$ cat config.mk
export PLATFORM = sky130hd
export DESIGN_NAME = adc_auto_mode_sequencer
export DESIGN_NICKNAME = d
export VERILOG_FILES = /design/src/inc/adc_seq_pkg.sv /design/src/rtl/adc_auto_mode_sequencer.sv /design/src/rtl/conv_clk_div.sv /design/src/rtl/state_timer.sv
export SDC_FILE = /design/constraint.sdc
export NUM_CORES = 1
export LEC_CHECK = 0
export ABC_CLOCK_PERIOD_IN_PS = 5000
export BUFFER_PORTS_ARGS = -buffer_cell sky130_fd_sc_hd__buf_4
export CORE_MARGIN = 10
export CORE_UTILIZATION = 60
export CTS_CLUSTER_SIZE = 30
export DETAILED_ROUTE_END_ITERATION = 7
export HOLD_SLACK_MARGIN = 0.05
export MAX_ROUTING_LAYER = met4
export PLACE_DENSITY = 0.79
export REMOVE_ABC_BUFFERS = 1
export SYNTH_ARGS = -nofsm -noshare
export SYNTH_HDL_FRONTEND = slang
export SYNTH_SLANG_ARGS = --single-unit
$ cat constraint.sdc
create_clock -name ref_clk -period 5 [get_ports ref_clk]
set_input_delay 0 -clock ref_clk [delete_from_list [all_inputs] [get_ports ref_clk]]
set_output_delay 0 -clock ref_clk [all_outputs]
set_load 0.005 [all_outputs]
$ cat src/inc/adc_seq_pkg.sv
// Package: register map, field layout, codes and timing of the auto-mode sequencer
package adc_seq_pkg;

  // Clock rates in MHz: system clock and converter reference
  localparam int CLK_MHZ = 125;
  localparam int REF_MHZ = 24;

  // Register indices; byte address on the bus is four times the index
  localparam logic [7:0] IDX_REFERENCE_SELECT  = 8'he7;
  localparam logic [7:0] IDX_MISC_INPUT_SEL    = 8'he8;
  localparam logic [7:0] IDX_LEFT_INPUT_SEL    = 8'he9;
  localparam logic [7:0] IDX_RIGHT_INPUT_SEL   = 8'hea;
  localparam logic [7:0] IDX_STEREO_RES        = 8'heb;
  localparam logic [7:0] IDX_DIFF_MISC_RES     = 8'hec;
  localparam logic [7:0] IDX_STEREO_SAMP_TIME  = 8'hed;
  localparam logic [7:0] IDX_MISC_SAMP_TIME    = 8'hee;
  localparam logic [7:0] IDX_MISC_CAPT_LOW     = 8'hef;
  localparam logic [7:0] IDX_STEREO_CAPT_LOW   = 8'hf0;
  localparam logic [7:0] IDX_STATE_LENGTHS     = 8'hf1;
  localparam logic [7:0] IDX_CHAN_EN_COUNT     = 8'hf2;
  localparam logic [7:0] IDX_RESULT_LOW        = 8'hf7;
  localparam logic [7:0] IDX_RESULT_HIGH       = 8'hf8;
  localparam logic [7:0] IDX_CONV_CLK_DIV      = 8'hf4;
  localparam logic [7:0] IDX_INPUT_SCALING     = 8'hfa;
  localparam logic [7:0] IDX_CONVERTER_POWER   = 8'hfc;

  // Register file spans the first to the last index; map marks stored slots
  localparam int          NSLOT  = 22;
  localparam logic [21:0] RW_MAP = 22'h282fff;

  // Reset values that differ from zero
  localparam logic [7:0] RST_STEREO_RES = 8'h33;
  localparam logic [7:0] RST_POWER      = 8'h20;

  // Field positions
  localparam int EN_LEFT_BIT   = 0;
  localparam int EN_RIGHT_BIT  = 1;
  localparam int EN_MISC_BIT   = 2;
  localparam int LAST_IDX_LSB  = 4;
  localparam int DIFF_LEFT_BIT = 4;
  localparam int POWER_DOWN_BIT = 5;
  localparam int SCALE_LSB     = 6;
  localparam int VALID_BIT     = 7;

  // Reference voltage codes: 0.6V, 0.9V, 1.2V; code 3 is reserved
  localparam logic [1:0] VREF_0P6 = 2'h0;
  localparam logic [1:0] VREF_0P9 = 2'h1;
  localparam logic [1:0] VREF_1P2 = 2'h2;

  // Sampling time: converter cycles = SAMP_STEP * (code + 1), 6/9/12 for 1/2/3
  localparam logic [5:0] SAMP_STEP = 6'h03;

  // Channel numbers
  typedef enum logic [1:0] {CH_LEFT = 2'h0, CH_RIGHT = 2'h1, CH_MISC = 2'h2} chan_e;

  // Converter control bundle, driven during each Set state
  typedef struct packed {
    logic [3:0] pos_sel;   // Positive input code
    logic [3:0] neg_sel;   // Negative input code
    logic       diff;      // Differential operation
    logic [1:0] vref;      // Reference select
    logic [1:0] res;       // Resolution select
    logic [3:0] tsamp;     // Sampling time code
    logic [5:0] settle;    // Sampling time in converter cycles
    logic [1:0] scale;     // Input scaling, zero is unity
  } conv_ctrl_s;

endpackage : adc_seq_pkg

$ cat src/rtl/adc_auto_mode_sequencer.sv
// Auto-mode sequencer for a three-channel successive-approximation converter
//
// Overview of operation
// - Frame is sum of Set and Capture lengths
// - Converter clock is reference over divider plus one
// - Every Set state lasts shared 4-bit length
// - Left/right Capture lasts 10-bit stereo length
// - Misc Capture lasts 10-bit misc length
// - Bits 4..6 select differential per channel
// - Upper nibble positive, lower nibble negative input
// - Reference codes 0,1,2 give 0.6/0.9/1.2V
// - Resolution codes 1,2,3 give 10/12/14 bits
// - Sampling time codes 1,2,3 give 6/9/12 cycles
// - Scaling field zero selects unity scaling
// - Powered down after reset until bit cleared
// - Run pulse at Capture start, latch at end
// - Valid flag set at Capture end, self-clears
// - Right channel runs only with left enabled
//
// Design decision made here: the APB slave port.
`timescale 1ns/10ps
`default_nettype none
module adc_auto_mode_sequencer
  import adc_seq_pkg::*;
#(
  parameter int CLK_RATE_MHZ = adc_seq_pkg::CLK_MHZ,
  parameter int REF_RATE_MHZ = adc_seq_pkg::REF_MHZ
) (
  input  wire logic                    ref_clk,
  input  wire logic                    rstn,
  input  wire logic                    psel,
  input  wire logic                    penable,
  input  wire logic                    pwrite,
  input  wire logic [11:0]             paddr,
  input  wire logic [31:0]             pwdata,
  output logic      [31:0]             prdata,
  output logic                         pready,
  output logic                         pslverr,
  input  wire logic [14:0]             conv_data,
  output adc_seq_pkg::conv_ctrl_s      conv_ctrl,
  output logic                         conv_run,
  output logic                         conv_clk_pulse,
  output logic                         converter_power_down,
  output logic                         result_valid_flag,
  output logic      [14:0]             result_data,
  output logic      [1:0]              result_chan
);
  import adc_seq_pkg::*;

  // Rates must let one reference tick fit in each system clock
  initial
  begin
    if (REF_RATE_MHZ >= CLK_RATE_MHZ || CLK_RATE_MHZ > 127)
      $error("adc_auto_mode_sequencer: unsupported clock rates");
  end

  localparam logic [7:0] REF_STEP = 8'(REF_RATE_MHZ);
  localparam logic [7:0] CLK_MOD  = 8'(CLK_RATE_MHZ);

  // Sequencer states
  typedef enum logic [2:0] {
    SQ_IDLE = 3'b001,
    SQ_SET  = 3'b010,
    SQ_CAPT = 3'b100
  } seq_e;

  // Whole module state
  typedef struct packed {
    seq_e                  st;     // Sequencer state
    logic [2:0]            idx;    // State index
    logic [1:0]            ch;     // Channel of current pair
    logic [7:0]            acc;    // Reference tick phase
    logic                  tick;   // Reference tick
    logic [NSLOT-1:0][7:0] regs;   // Register file
    logic                  ready;  // Bus answer
    logic                  err;    // Bus error
    logic [31:0]           rdata;  // Bus read data
    conv_ctrl_s            ctl;    // Converter controls
    logic                  run;    // Conversion start
    logic                  valid;  // Result valid
    logic [14:0]           data;   // Latched result
    logic [1:0]            rch;    // Channel of result
  } seq_s;

  seq_s s_r;
  seq_s s_nxt;

  // Decoded fields
  logic       en_left;      // Left enabled
  logic       en_right;     // Right enabled, gated by left
  logic       en_misc;      // Misc enabled
  logic       any_en;       // Any channel enabled
  logic [2:0] last_idx;     // Last state index
  logic [3:0] set_len;      // Set state length
  logic [9:0] stereo_len;   // Stereo capture length
  logic [9:0] misc_len;     // Misc capture length
  logic       powered;      // Converter powered
  logic [2:0] clk_div;      // Converter clock divider

  // Timer handshake
  logic       tim_start;    // Load the timer
  logic [9:0] tim_len;      // Length to load
  logic       tim_done;     // State length elapsed

  // Bus decode
  logic [7:0] bus_idx;      // Register index
  logic [7:0] slot8;        // Slot offset from first index
  logic [4:0] slot;         // Slot in register file
  logic       in_file;      // Index within stored file
  logic       mapped;       // Address answers
  logic       setup;        // Setup phase
  logic       wr_take;      // Write takes effect

  // Register byte by index
  function automatic logic [7:0] reg_at(input seq_s s, input logic [7:0] i);
    logic [7:0] off;
    off = i - IDX_REFERENCE_SELECT;
    reg_at = s.regs[off[4:0]];
  endfunction : reg_at

  // Channel that owns the k-th Capture of the frame
  function automatic logic [1:0] chan_of(input logic [1:0] k, input logic l,
                                         input logic r, input logic m);
    logic [1:0] n;
    n = k;
    chan_of = CH_MISC;
    if (l)
    begin
      if (n == 2'h0)
        return CH_LEFT;
      n = n - 2'h1;
    end
    if (r)
    begin
      if (n == 2'h0)
        return CH_RIGHT;
      n = n - 2'h1;
    end
    if (m && n == 2'h0)
      return CH_MISC;
    // Past the enabled set: fall back to the first enabled channel
    if (l)
      chan_of = CH_LEFT;
    else if (m)
      chan_of = CH_MISC;
  endfunction : chan_of

  // Controls for one channel from its settings
  function automatic conv_ctrl_s ctl_of(input seq_s s, input logic [1:0] c);
    logic [7:0] sel;
    logic [7:0] vr;
    logic [7:0] dm;
    logic [7:0] tm;
    logic [1:0] vc;
    logic [7:0] rs;
    logic [7:0] sc;
    conv_ctrl_s o;
    vr = reg_at(s, IDX_REFERENCE_SELECT);
    dm = reg_at(s, IDX_DIFF_MISC_RES);
    rs = reg_at(s, IDX_STEREO_RES);
    sc = reg_at(s, IDX_INPUT_SCALING);
    o  = '0;
    unique case (c)
      CH_LEFT:
      begin
        sel   = reg_at(s, IDX_LEFT_INPUT_SEL);
        vc    = vr[1:0];
        o.res = rs[1:0];
        tm    = reg_at(s, IDX_STEREO_SAMP_TIME);
        o.tsamp = tm[3:0];
      end
      CH_RIGHT:
      begin
        sel   = reg_at(s, IDX_RIGHT_INPUT_SEL);
        vc    = vr[3:2];
        o.res = rs[5:4];
        tm    = reg_at(s, IDX_STEREO_SAMP_TIME);
        o.tsamp = tm[7:4];
      end
      default:
      begin
        sel   = reg_at(s, IDX_MISC_INPUT_SEL);
        vc    = vr[5:4];
        o.res = dm[1:0];
        tm    = reg_at(s, IDX_MISC_SAMP_TIME);
        o.tsamp = tm[3:0];
      end
    endcase
    o.pos_sel = sel[7:4];
    o.neg_sel = sel[3:0];
    o.diff    = dm[DIFF_LEFT_BIT + 32'(c)];
    // Reserved reference code falls back to the lowest reference
    o.vref    = (vc == VREF_0P6 || vc == VREF_0P9 || vc == VREF_1P2) ? vc : VREF_0P6;
    o.settle  = SAMP_STEP * (6'(o.tsamp) + 6'h01);
    o.scale   = sc[SCALE_LSB +: 2];
    return o;
  endfunction : ctl_of

  // Field decode from the register file
  always_comb
  begin
    en_left    = s_r.regs[IDX_CHAN_EN_COUNT - IDX_REFERENCE_SELECT][EN_LEFT_BIT];
    en_right   = s_r.regs[IDX_CHAN_EN_COUNT - IDX_REFERENCE_SELECT][EN_RIGHT_BIT]
                 && en_left;
    en_misc    = s_r.regs[IDX_CHAN_EN_COUNT - IDX_REFERENCE_SELECT][EN_MISC_BIT];
    any_en     = en_left || en_misc;
    last_idx   = s_r.regs[IDX_CHAN_EN_COUNT - IDX_REFERENCE_SELECT][LAST_IDX_LSB +: 3];
    set_len    = s_r.regs[IDX_STATE_LENGTHS - IDX_REFERENCE_SELECT][3:0];
    stereo_len = {s_r.regs[IDX_STATE_LENGTHS - IDX_REFERENCE_SELECT][5:4],
                  reg_at(s_r, IDX_STEREO_CAPT_LOW)};
    misc_len   = {s_r.regs[IDX_STATE_LENGTHS - IDX_REFERENCE_SELECT][7:6],
                  reg_at(s_r, IDX_MISC_CAPT_LOW)};
    powered    = !s_r.regs[IDX_CONVERTER_POWER - IDX_REFERENCE_SELECT][POWER_DOWN_BIT];
    clk_div    = s_r.regs[IDX_CONV_CLK_DIV - IDX_REFERENCE_SELECT][2:0];
  end

  // Bus address decode
  always_comb
  begin
    bus_idx = paddr[9:2];
    slot8   = bus_idx - IDX_REFERENCE_SELECT;
    slot    = slot8[4:0];
    in_file = (bus_idx >= IDX_REFERENCE_SELECT) && (bus_idx <= IDX_CONVERTER_POWER)
              && RW_MAP[slot];
    mapped  = (paddr[11:10] == 2'h0) && (paddr[1:0] == 2'h0)
              && (in_file || bus_idx == IDX_RESULT_LOW || bus_idx == IDX_RESULT_HIGH);
    setup   = psel && !penable;
    wr_take = psel && penable && s_r.ready && pwrite && in_file && mapped;
  end

  // Next state of the whole module
  always_comb
  begin
    s_nxt     = s_r;
    s_nxt.run = 1'b0;
    tim_start = 1'b0;
    tim_len   = 10'(set_len);

    // Reference tick from a phase accumulator
    s_nxt.tick = 1'b0;
    s_nxt.acc  = s_r.acc + REF_STEP;
    if (s_nxt.acc >= CLK_MOD)
    begin
      s_nxt.acc  = s_nxt.acc - CLK_MOD;
      s_nxt.tick = 1'b1;
    end

    // Bus: answer one cycle after setup, zero wait states
    s_nxt.ready = setup;
    s_nxt.err   = 1'b0;
    if (setup)
    begin
      s_nxt.err   = !mapped;
      s_nxt.rdata = '0;
      if (!pwrite && mapped)
      begin
        if (bus_idx == IDX_RESULT_LOW)
          s_nxt.rdata = {24'h000000, s_r.data[7:0]};
        else if (bus_idx == IDX_RESULT_HIGH)
          s_nxt.rdata = {24'h000000, s_r.valid, s_r.data[14:8]};
        else
          s_nxt.rdata = {24'h000000, s_r.regs[slot]};
      end
    end
    if (wr_take)
      s_nxt.regs[slot] = pwdata[7:0];

    // Valid flag clears on the next reference tick
    if (s_r.valid && s_r.tick)
      s_nxt.valid = 1'b0;

    // Sequencer
    unique case (s_r.st)
      SQ_IDLE:
      begin
        if (powered && any_en)
        begin
          s_nxt.st  = SQ_SET;
          s_nxt.idx = '0;
          s_nxt.ch  = chan_of(2'h0, en_left, en_right, en_misc);
          s_nxt.ctl = ctl_of(s_r, s_nxt.ch);
          tim_start = 1'b1;
        end
      end
      SQ_SET:
      begin
        if (tim_done)
        begin
          s_nxt.st  = SQ_CAPT;
          s_nxt.idx = s_r.idx + 3'h1;
          s_nxt.run = 1'b1;
          tim_start = 1'b1;
          tim_len   = (s_r.ch == CH_MISC) ? misc_len : stereo_len;
        end
      end
      SQ_CAPT:
      begin
        if (tim_done)
        begin
          s_nxt.data  = conv_data;
          s_nxt.rch   = s_r.ch;
          s_nxt.valid = 1'b1;
          // Wrap once the next index would reach the last one: the frame ends on a Capture
          s_nxt.idx   = (s_r.idx + 3'h1 >= last_idx) ? 3'h0 : s_r.idx + 3'h1;
          s_nxt.st    = SQ_SET;
          s_nxt.ch    = chan_of(s_nxt.idx[2:1], en_left, en_right, en_misc);
          s_nxt.ctl   = ctl_of(s_r, s_nxt.ch);
          tim_start   = 1'b1;
        end
      end
      default:
        s_nxt.st = SQ_IDLE;
    endcase

    // Power-down or no channel stops the frame
    if (!powered || !any_en)
    begin
      s_nxt.st  = SQ_IDLE;
      s_nxt.run = 1'b0;
      tim_start = 1'b0;
    end
  end

  // State register
  always_ff @(posedge ref_clk)
  begin
    if (!rstn)
    begin
      s_r       <= '0;
      s_r.st    <= SQ_IDLE;
      s_r.regs[IDX_STEREO_RES - IDX_REFERENCE_SELECT]     <= RST_STEREO_RES;
      s_r.regs[IDX_CONVERTER_POWER - IDX_REFERENCE_SELECT] <= RST_POWER;
    end
    else
      s_r <= s_nxt;
  end

  // State length timer
  state_timer #(
    .LEN_W (10)
  ) i_state_timer (
    .ref_clk (ref_clk),
    .rstn    (rstn),
    .start   (tim_start),
    .len     (tim_len),
    .tick    (s_r.tick),
    .done    (tim_done)
  );

  // Converter clock from the reference
  conv_clk_div i_conv_clk_div (
    .ref_clk        (ref_clk),
    .rstn           (rstn),
    .enable         (powered),
    .tick           (s_r.tick),
    .div            (clk_div),
    .conv_clk_pulse (conv_clk_pulse)
  );

  // Outputs straight from flops
  assign prdata               = s_r.rdata;
  assign pready               = s_r.ready;
  assign pslverr              = s_r.err;
  assign conv_ctrl            = s_r.ctl;
  assign conv_run             = s_r.run;
  assign converter_power_down = s_r.regs[IDX_CONVERTER_POWER - IDX_REFERENCE_SELECT][POWER_DOWN_BIT];
  assign result_valid_flag    = s_r.valid;
  assign result_data          = s_r.data;
  assign result_chan          = s_r.rch;

endmodule : adc_auto_mode_sequencer
`default_nettype wire

$ cat src/rtl/conv_clk_div.sv
// Converter clock divider: one pulse every div+1 reference ticks
`timescale 1ns/10ps
`default_nettype none
module conv_clk_div (
  input  wire logic       ref_clk,
  input  wire logic       rstn,
  input  wire logic       enable,
  input  wire logic       tick,
  input  wire logic [2:0] div,
  output logic            conv_clk_pulse
);
  typedef struct packed {
    logic [2:0] cnt;   // Ticks in current period
    logic       pulse; // Output pulse
  } div_s;

  div_s s_r;
  div_s s_nxt;

  assign conv_clk_pulse = s_r.pulse;

  // Count ticks up to the divider value, then pulse and wrap
  always_comb
  begin
    s_nxt       = s_r;
    s_nxt.pulse = 1'b0;
    if (!enable)
      s_nxt.cnt = '0;
    else if (tick)
    begin
      if (s_r.cnt >= div)
      begin
        s_nxt.cnt   = '0;
        s_nxt.pulse = 1'b1;
      end
      else
        s_nxt.cnt = s_r.cnt + 3'h1;
    end
  end

  // State register
  always_ff @(posedge ref_clk)
  begin
    if (!rstn)
      s_r <= '0;
    else
      s_r <= s_nxt;
  end
endmodule : conv_clk_div
`default_nettype wire

$ cat src/rtl/state_timer.sv
// State length timer counting reference ticks
`timescale 1ns/10ps
`default_nettype none
module state_timer #(
  parameter int LEN_W = 10
) (
  input  wire logic             ref_clk,
  input  wire logic             rstn,
  input  wire logic             start,
  input  wire logic [LEN_W-1:0] len,
  input  wire logic             tick,
  output logic                  done
);
  initial if (LEN_W < 4) $error("state_timer: LEN_W too small");

  typedef struct packed {
    logic [LEN_W-1:0] remain; // Reference ticks left
    logic             busy;   // Counting
  } tim_s;

  tim_s s_r;
  tim_s s_nxt;

  // Done in the cycle the last tick arrives
  assign done = s_r.busy && tick && (s_r.remain <= LEN_W'(1));

  // Load on start, count down on ticks; zero length acts as one
  always_comb
  begin
    s_nxt = s_r;
    if (start)
    begin
      s_nxt.busy   = 1'b1;
      s_nxt.remain = (len == '0) ? LEN_W'(1) : len;
    end
    else if (done)
      s_nxt.busy = 1'b0;
    else if (s_r.busy && tick)
      s_nxt.remain = s_r.remain - LEN_W'(1);
  end

  // State register
  always_ff @(posedge ref_clk)
  begin
    if (!rstn)
      s_r <= '0;
    else
      s_r <= s_nxt;
  end
endmodule : state_timer
`default_nettype wire

After elaboration in Yosys (flattened, before gate mapping)
Memory sizes are Yosys's and may differ from the RTL's. Index checks and enable logic that the tools add are counted.

Register bits after elaboration: 286. Latch bits: 0. Bits in writable memories: 0. Bits in read-only memories: 32. Input port bits: 64. Output and inout bits: 80. Word-level logic and storage cells: 293. Memories kept: 1.

Add/subtract/negate cells: 13. Multiply operators: 2. Divide/modulo/power cells: 0. $lt $le $gt $ge: 10. Equal/unequal tests: 16. Shifts and indexed selects: 0. Mux-type cells: 143. Bitwise gates (word level): 3. Reductions and logical operators: 59.

Memories: (no name shown) (words 32, bits a word 1, rd ports 1, clocked after memory_dff 0, wr ports 0, RTL line adc_auto_mode_sequencer.sv:224) `&& RW_MAP[slot];`.

Operators by type and width (count): $bwmux W176 (1); $mux W2 (47); $mux W10 (6); $mux W8 (7); $mux W1 (54); $mux W25 (2); $pmux W25 S2 (1); $bmux W8 S5 (1); $demux W8 S5 (1); $mux W18 (2); $pmux W8 S2 (2); $mux W6 (5); $pmux W6 S2 (2); $logic_not A2 Y1 (11); $logic_and A1 B1 Y1 (19); $pmux W3 S3 (2); $eq A8 B8 Y1 const B (2); $mul A2 B5 Y6 const A (2); $pmux W2 S2 (3); $mux W11 (1); $add A4 B1 Y5 const B (2); $le A10 B1 Y1 const B (1); $logic_not A10 Y1 (1); $sub A10 B1 Y10 const B (1); other kinds (34) (70).

Logic depth before layout (Yosys ltp)
Depth after elaboration: 45. Mapped depth: 17. Depth with buffers taken out: 17.

By module
A second synthesis with hierarchy kept.

Cell total of the unflattened synthesis: 1472. Area, all modules: 14532.7 µm².

By module, submodules not included: adc_auto_mode_sequencer (instances 1, cells an instance 1361, area an instance 13553.0 µm², seq. area each 4944.7 µm²); state_timer (instances 1, cells an instance 82, area an instance 701.9 µm², seq. area each 220.2 µm²); conv_clk_div (instances 1, cells an instance 29, area an instance 277.8 µm², seq. area each 80.1 µm²).

Worst setup path after synthesis
No wires, ideal clock.

Path kind: register to register. Start: register s_r[265] (netlist name). End: register s_r, in the netlist conv_ctrl[7]. Setup time: 0.117 ns. Arrival time: 3.728 ns. Required time: 4.883 ns. Slack: 1.155 ns. Cell stages (with the launch flop): 18. Path buffers: 0. Clock period less this slack: 3.845 ns. Cells stage by stage: dfxtp_1 > ha_1 > xor2_1 > ha_1 > a21oi_1 > o21ai_1 > o21ai_1 > nor2_1 > a21oi_1 > xor2_1 > inv_1 > fa_1 > inv_1 > a21o_1 > a21oi_1 > a2111o_1 > mux2i_1 > nor2_1.

Longest elaborated chain between the ends: 43. Elaborated cells between the ends (all ways): 62. Those cells by class: add/sub: 4; mul: 1; order compare: 1; eq/ne: 1; mux: 50; reduce/logical: 5.

Ends and longest elaborated chain: start: declaration (RTL line adc_auto_mode_sequencer.sv:85) `seq_s s_r;`; start signal: assignment (RTL line adc_auto_mode_sequencer.sv:335) `s_r <= s_nxt;`; $add A3 B1 Y3 * (RTL line adc_auto_mode_sequencer.sv:304) `s_nxt.idx = (s_r.idx + 3'h1 >= last_idx) ? 3'h0 : s_r.idx + 3'h1;`; $ge A3 B3 Y1 (RTL line adc_auto_mode_sequencer.sv:304); $mux W3 * (RTL line adc_auto_mode_sequencer.sv:304); $logic_not A2 Y1 (RTL line adc_auto_mode_sequencer.sv:129) `if (n == 2'h0)`; $mux W1 (RTL line adc_auto_mode_sequencer.sv:129); $mux W1 (RTL line adc_auto_mode_sequencer.sv:127) `if (l)`; $mux W1 (RTL line adc_auto_mode_sequencer.sv:298) `if (tim_done)`; $mux W1 (RTL line adc_auto_mode_sequencer.sv:273) `unique case (s_r.st)`; [... 27 more ...]; $eq A2 B1 Y1 or $logic_not A2 Y1 (tied branches) (RTL line adc_auto_mode_sequencer.sv:163) `unique case (c)`; $pmux W6 S2 * (RTL line adc_auto_mode_sequencer.sv:163); $mux W6 * (RTL line adc_auto_mode_sequencer.sv:298); $mux W6 * (RTL line adc_auto_mode_sequencer.sv:273); $add A4 B1 Y5 * (RTL line adc_auto_mode_sequencer.sv:194) `o.settle = SAMP_STEP * (6'(o.tsamp) + 6'h01);`; $mul A2 B5 Y6 * (RTL line adc_auto_mode_sequencer.sv:194); $mux W25 * (RTL line adc_auto_mode_sequencer.sv:298); $pmux W25 S2 * (RTL line adc_auto_mode_sequencer.sv:273).

Mark *: on every way between the ends. The rest lies on a longest branch, timed or not. The select of a mux whose other input is x is not followed. A chain may end at the register's enable or synchronous reset.

Worst setup path after layout
Ends and elaborated chain as after synthesis.

==> out/metrics.csv <==
stage;metric;value;unit
critical_path;WP data required;5440;ps
yosys;YS warnings;0;
floorplanning;Die Y;172;um
finish;Util after Layout;0.680;
global_route;initial antenna violation count;0;
cts;CTS buffer count;28;
yosys;Post-synth EDFFs;0;
critical_path;startpoint type of the worst setup path;register;
min_path;hold crit path type;in -> reg;
floorplanning;Ports;144;
critical_path;CP arrival;4910;ps
sta;fin worst setup slack;522;ps
cts;CTS tree;built;
sta;final setup violation count;0;
placement;Placed Cells;1795;
yosys;sequential share of the synthesized area;0.380;
cts;htree depth;1;
yosys;area leader, netlist;dfxtp_1;
routing;first-iteration detailed-routing DRC count;1335;
yosys;asr flop ratio synth;0;
critical_path;crit path max fanout;10;
floorplanning;core area;0.0226;mm2
power;Pleak;5.87;nW
routing;DRC violations left;0;
sta;setup_tns;0;ps
cts;CTS clk-pin slew, worst paths;60;ps
sta;Layout Skew;8.46;ps
finish;area of the multi-input gates;0.00759;mm2
placement;Placer Congestion;0.929;
yosys;Yosys cell types;65;
global_route;Global Route Usage Sum;0.273;
finish;final net count;1665;
cts;post-cts sizing count;0;
global_route;number of global-route vias before repair;11200;
routing;first drt pass iteration count;6;
yosys;Avg Synthesized Cell Area;8.97;um2
critical_path;WS Path Type;reg -> reg;
routing;routed wire length;39.6;mm
cts;clk buf depth;3;
placement;post-DP HPWL;27.1;mm
floorplanning;die area;0.0295;mm2
finish;register area;0.00525;mm2
placement;Port Buffers;95;
finish;n_diodes;0;
global_route;first-pass GRT wire length;62.3;mm
finish;Area Overhead vs Synth;11.5;%
floorplanning;Initial Util;0.610;
outcome;status;complete, no violations;
finish;Filler Cell Count;1769;
global_route;largest net degree at the start of global routing;91;
min_path;worst hold stages;4;
routing;vias;11700;
floorplanning;die width;172;um
critical_path;FF-to-FF path depth;17;
cts;Clock Sinks;262;
yosys;number of synthesized register bits;262;
sta;relative slew slack;0.260;
yosys;top cell type's share of synthesized area;0.380;
sta;minimum clock period;4480;ps
cts;CTS hold repair buffers;30;
placement;area post-placement;0.0142;mm2
sta;Max Fclk;0.223;GHz
finish;fin area;0.0154;mm2
sta;Worst Tran Pin Value;1110;ps
yosys;most area-consuming cells after synthesis;dfxtp_1 38%, mux2i_1 13%, mux4_2 6.5%;
finish;share of cells above drive strength 1;0.145;
critical_path;CP endpoint kind;register;
critical_path;CP cell instances;ha_1, xor2_1, ha_1, nand2_1, o21ai_1, o21a_1, o22ai_1, a21oi_1, xor2_1, inv_1, fa_1, inv_1, a21o_1, a21oi_1, a2111o_1, mux2i_1, nor2_1;
power;Total Power;4.42;mW
critical_path;Critical Path Slowest Stage Cell;o21ai_1;
critical_path;max incr delay on CP;600;ps
placement;pre-CTS WS;630;ps
cts;CTS Root Cell;clkbuf_16;
routing;via/cell ratio;6.22;
power;maximum VDD drop;0.275;mV
run;maxcap violations;0;
sta;RSZ-0062 raised after global routing;no;
cts;Worst-Skew Late Latency;540;ps
routing;number of routed nets with antenna violations;0;
power;Cell Pwr Density;287;mW/mm2
cts;post-CTS setup buffer count;0;
floorplanning;num rows;55;
finish;post-route insts no fill;1874;
sta;Final Cycle Share;0.896;
routing;WL per Instance;21.1;um
yosys;count leader, synth;dfxtp_1;
sta;Fin Hold WS;121;ps
global_route;GRT Residual Overflow;0;
yosys;Synth Flop Type;dfxtp_1;
sta;Slew Limit Fails;0;
yosys;Syn Inst Count;1539;
yosys;Post-synth top cells;262 x dfxtp_1, 238 x nand2_1, 183 x mux2i_1;
sta;Fin. Hold Viols;0;
yosys;synthesized area;0.0138;mm2
[layout by cell type, fill, tap and decap left out, drive strengths merged, types with 4 or more instances in the layout]
master and count:
xor2 11, or2 11, nor2b 12, o22a 5, a221o 11, nand2 241, inv 40, o21ai 68
nor2 91, or3 4, nand3 58, dfxtp 262, ha 29, o211ai 6, nor3b 4, buf 116
o21a 6, mux2i 183, a211o 13, a31oi 7, a22oi 5, conb 24, dlygate4sd3 30, a21oi 117
nand2b 11, clkinv 5, clkbuf 43, mux4 40, o31ai 10, o211a 4, nor3 38, xnor2 17
and3 7, o22ai 10
[power by group]
part | switching (mW) | internal, mW
clock network | 0.835 | 1.18
registers | 0.00630 | 2.09
logic | 0.192 | 0.108
[registers in the layout (all words and copies together) (netlist names), 2 cells and up]
signal              cells
clk_div                 3
conv_ctrl              25
i_conv_clk_div.s_r      3
i_state_timer.s_r      11
last_idx                3
misc_len               10
prdata                  8
result_chan             2
result_data            15
s_r                   174
[final timing paths]
| check | from | end | slack (ps) |
|---|---|---|---|
| worst min register to register | conv_ctrl[20]$_SDFFE_PN0P_ | conv_ctrl[20]$_SDFFE_PN0P_ | 450 |
| worst max register to register | s_r[265]$_SDFFE_PN0P_ | conv_ctrl[7]$_SDFFE_PN0P_ | 520 |
| worst min-delay path | paddr[4] | prdata[0]$_SDFFE_PN0P_ | 120 |
| worst max-delay path | s_r[265]$_SDFFE_PN0P_ | conv_ctrl[7]$_SDFFE_PN0P_ | 520 |
[layout make-up]
type | instances | share of cell area
multi-input cells | 1092 | 0.493
flip-flops and latches | 262 | 0.341
repair buffers | 146 | 0.0763
clock buffers | 43 | 0.0538
well taps | 285 | 0.0232
inverters | 40 | 0.00975
clock inverters | 6 | 0.00358
[layer usage]
metal  global-route usage  part of all wire
met4               0.0847             0.030
met1                0.354              0.41
met3               0.0362             0.091
met5                    -                 0
met2                0.436              0.47
[kinds of logic after synthesis]
group           count (synthesis)  share of synthesized area
mux                           226                      0.200
xor+xnor                       28                     0.0178
flops                         262                      0.380
fa+ha+maj                      31                     0.0292
compound gates                289                      0.129
other cells                     1                   0.000272
buf+inv                       208                     0.0777
simple gates                  494                      0.166
[worst max-delay path, delay by kind of cell, from the launching register on]
kind                       cells  cell delay [ps]
and+or+nand+nor                2              110
AOI/OAI and AO/OA              7             1970
buffers and inverters          2              170
DFF                            1              390
adders and majority gates      3              900
xor gates and xnor gates       2              690
muxes                          1              140
Note: power is estimated with default switching activity, not from simulation.
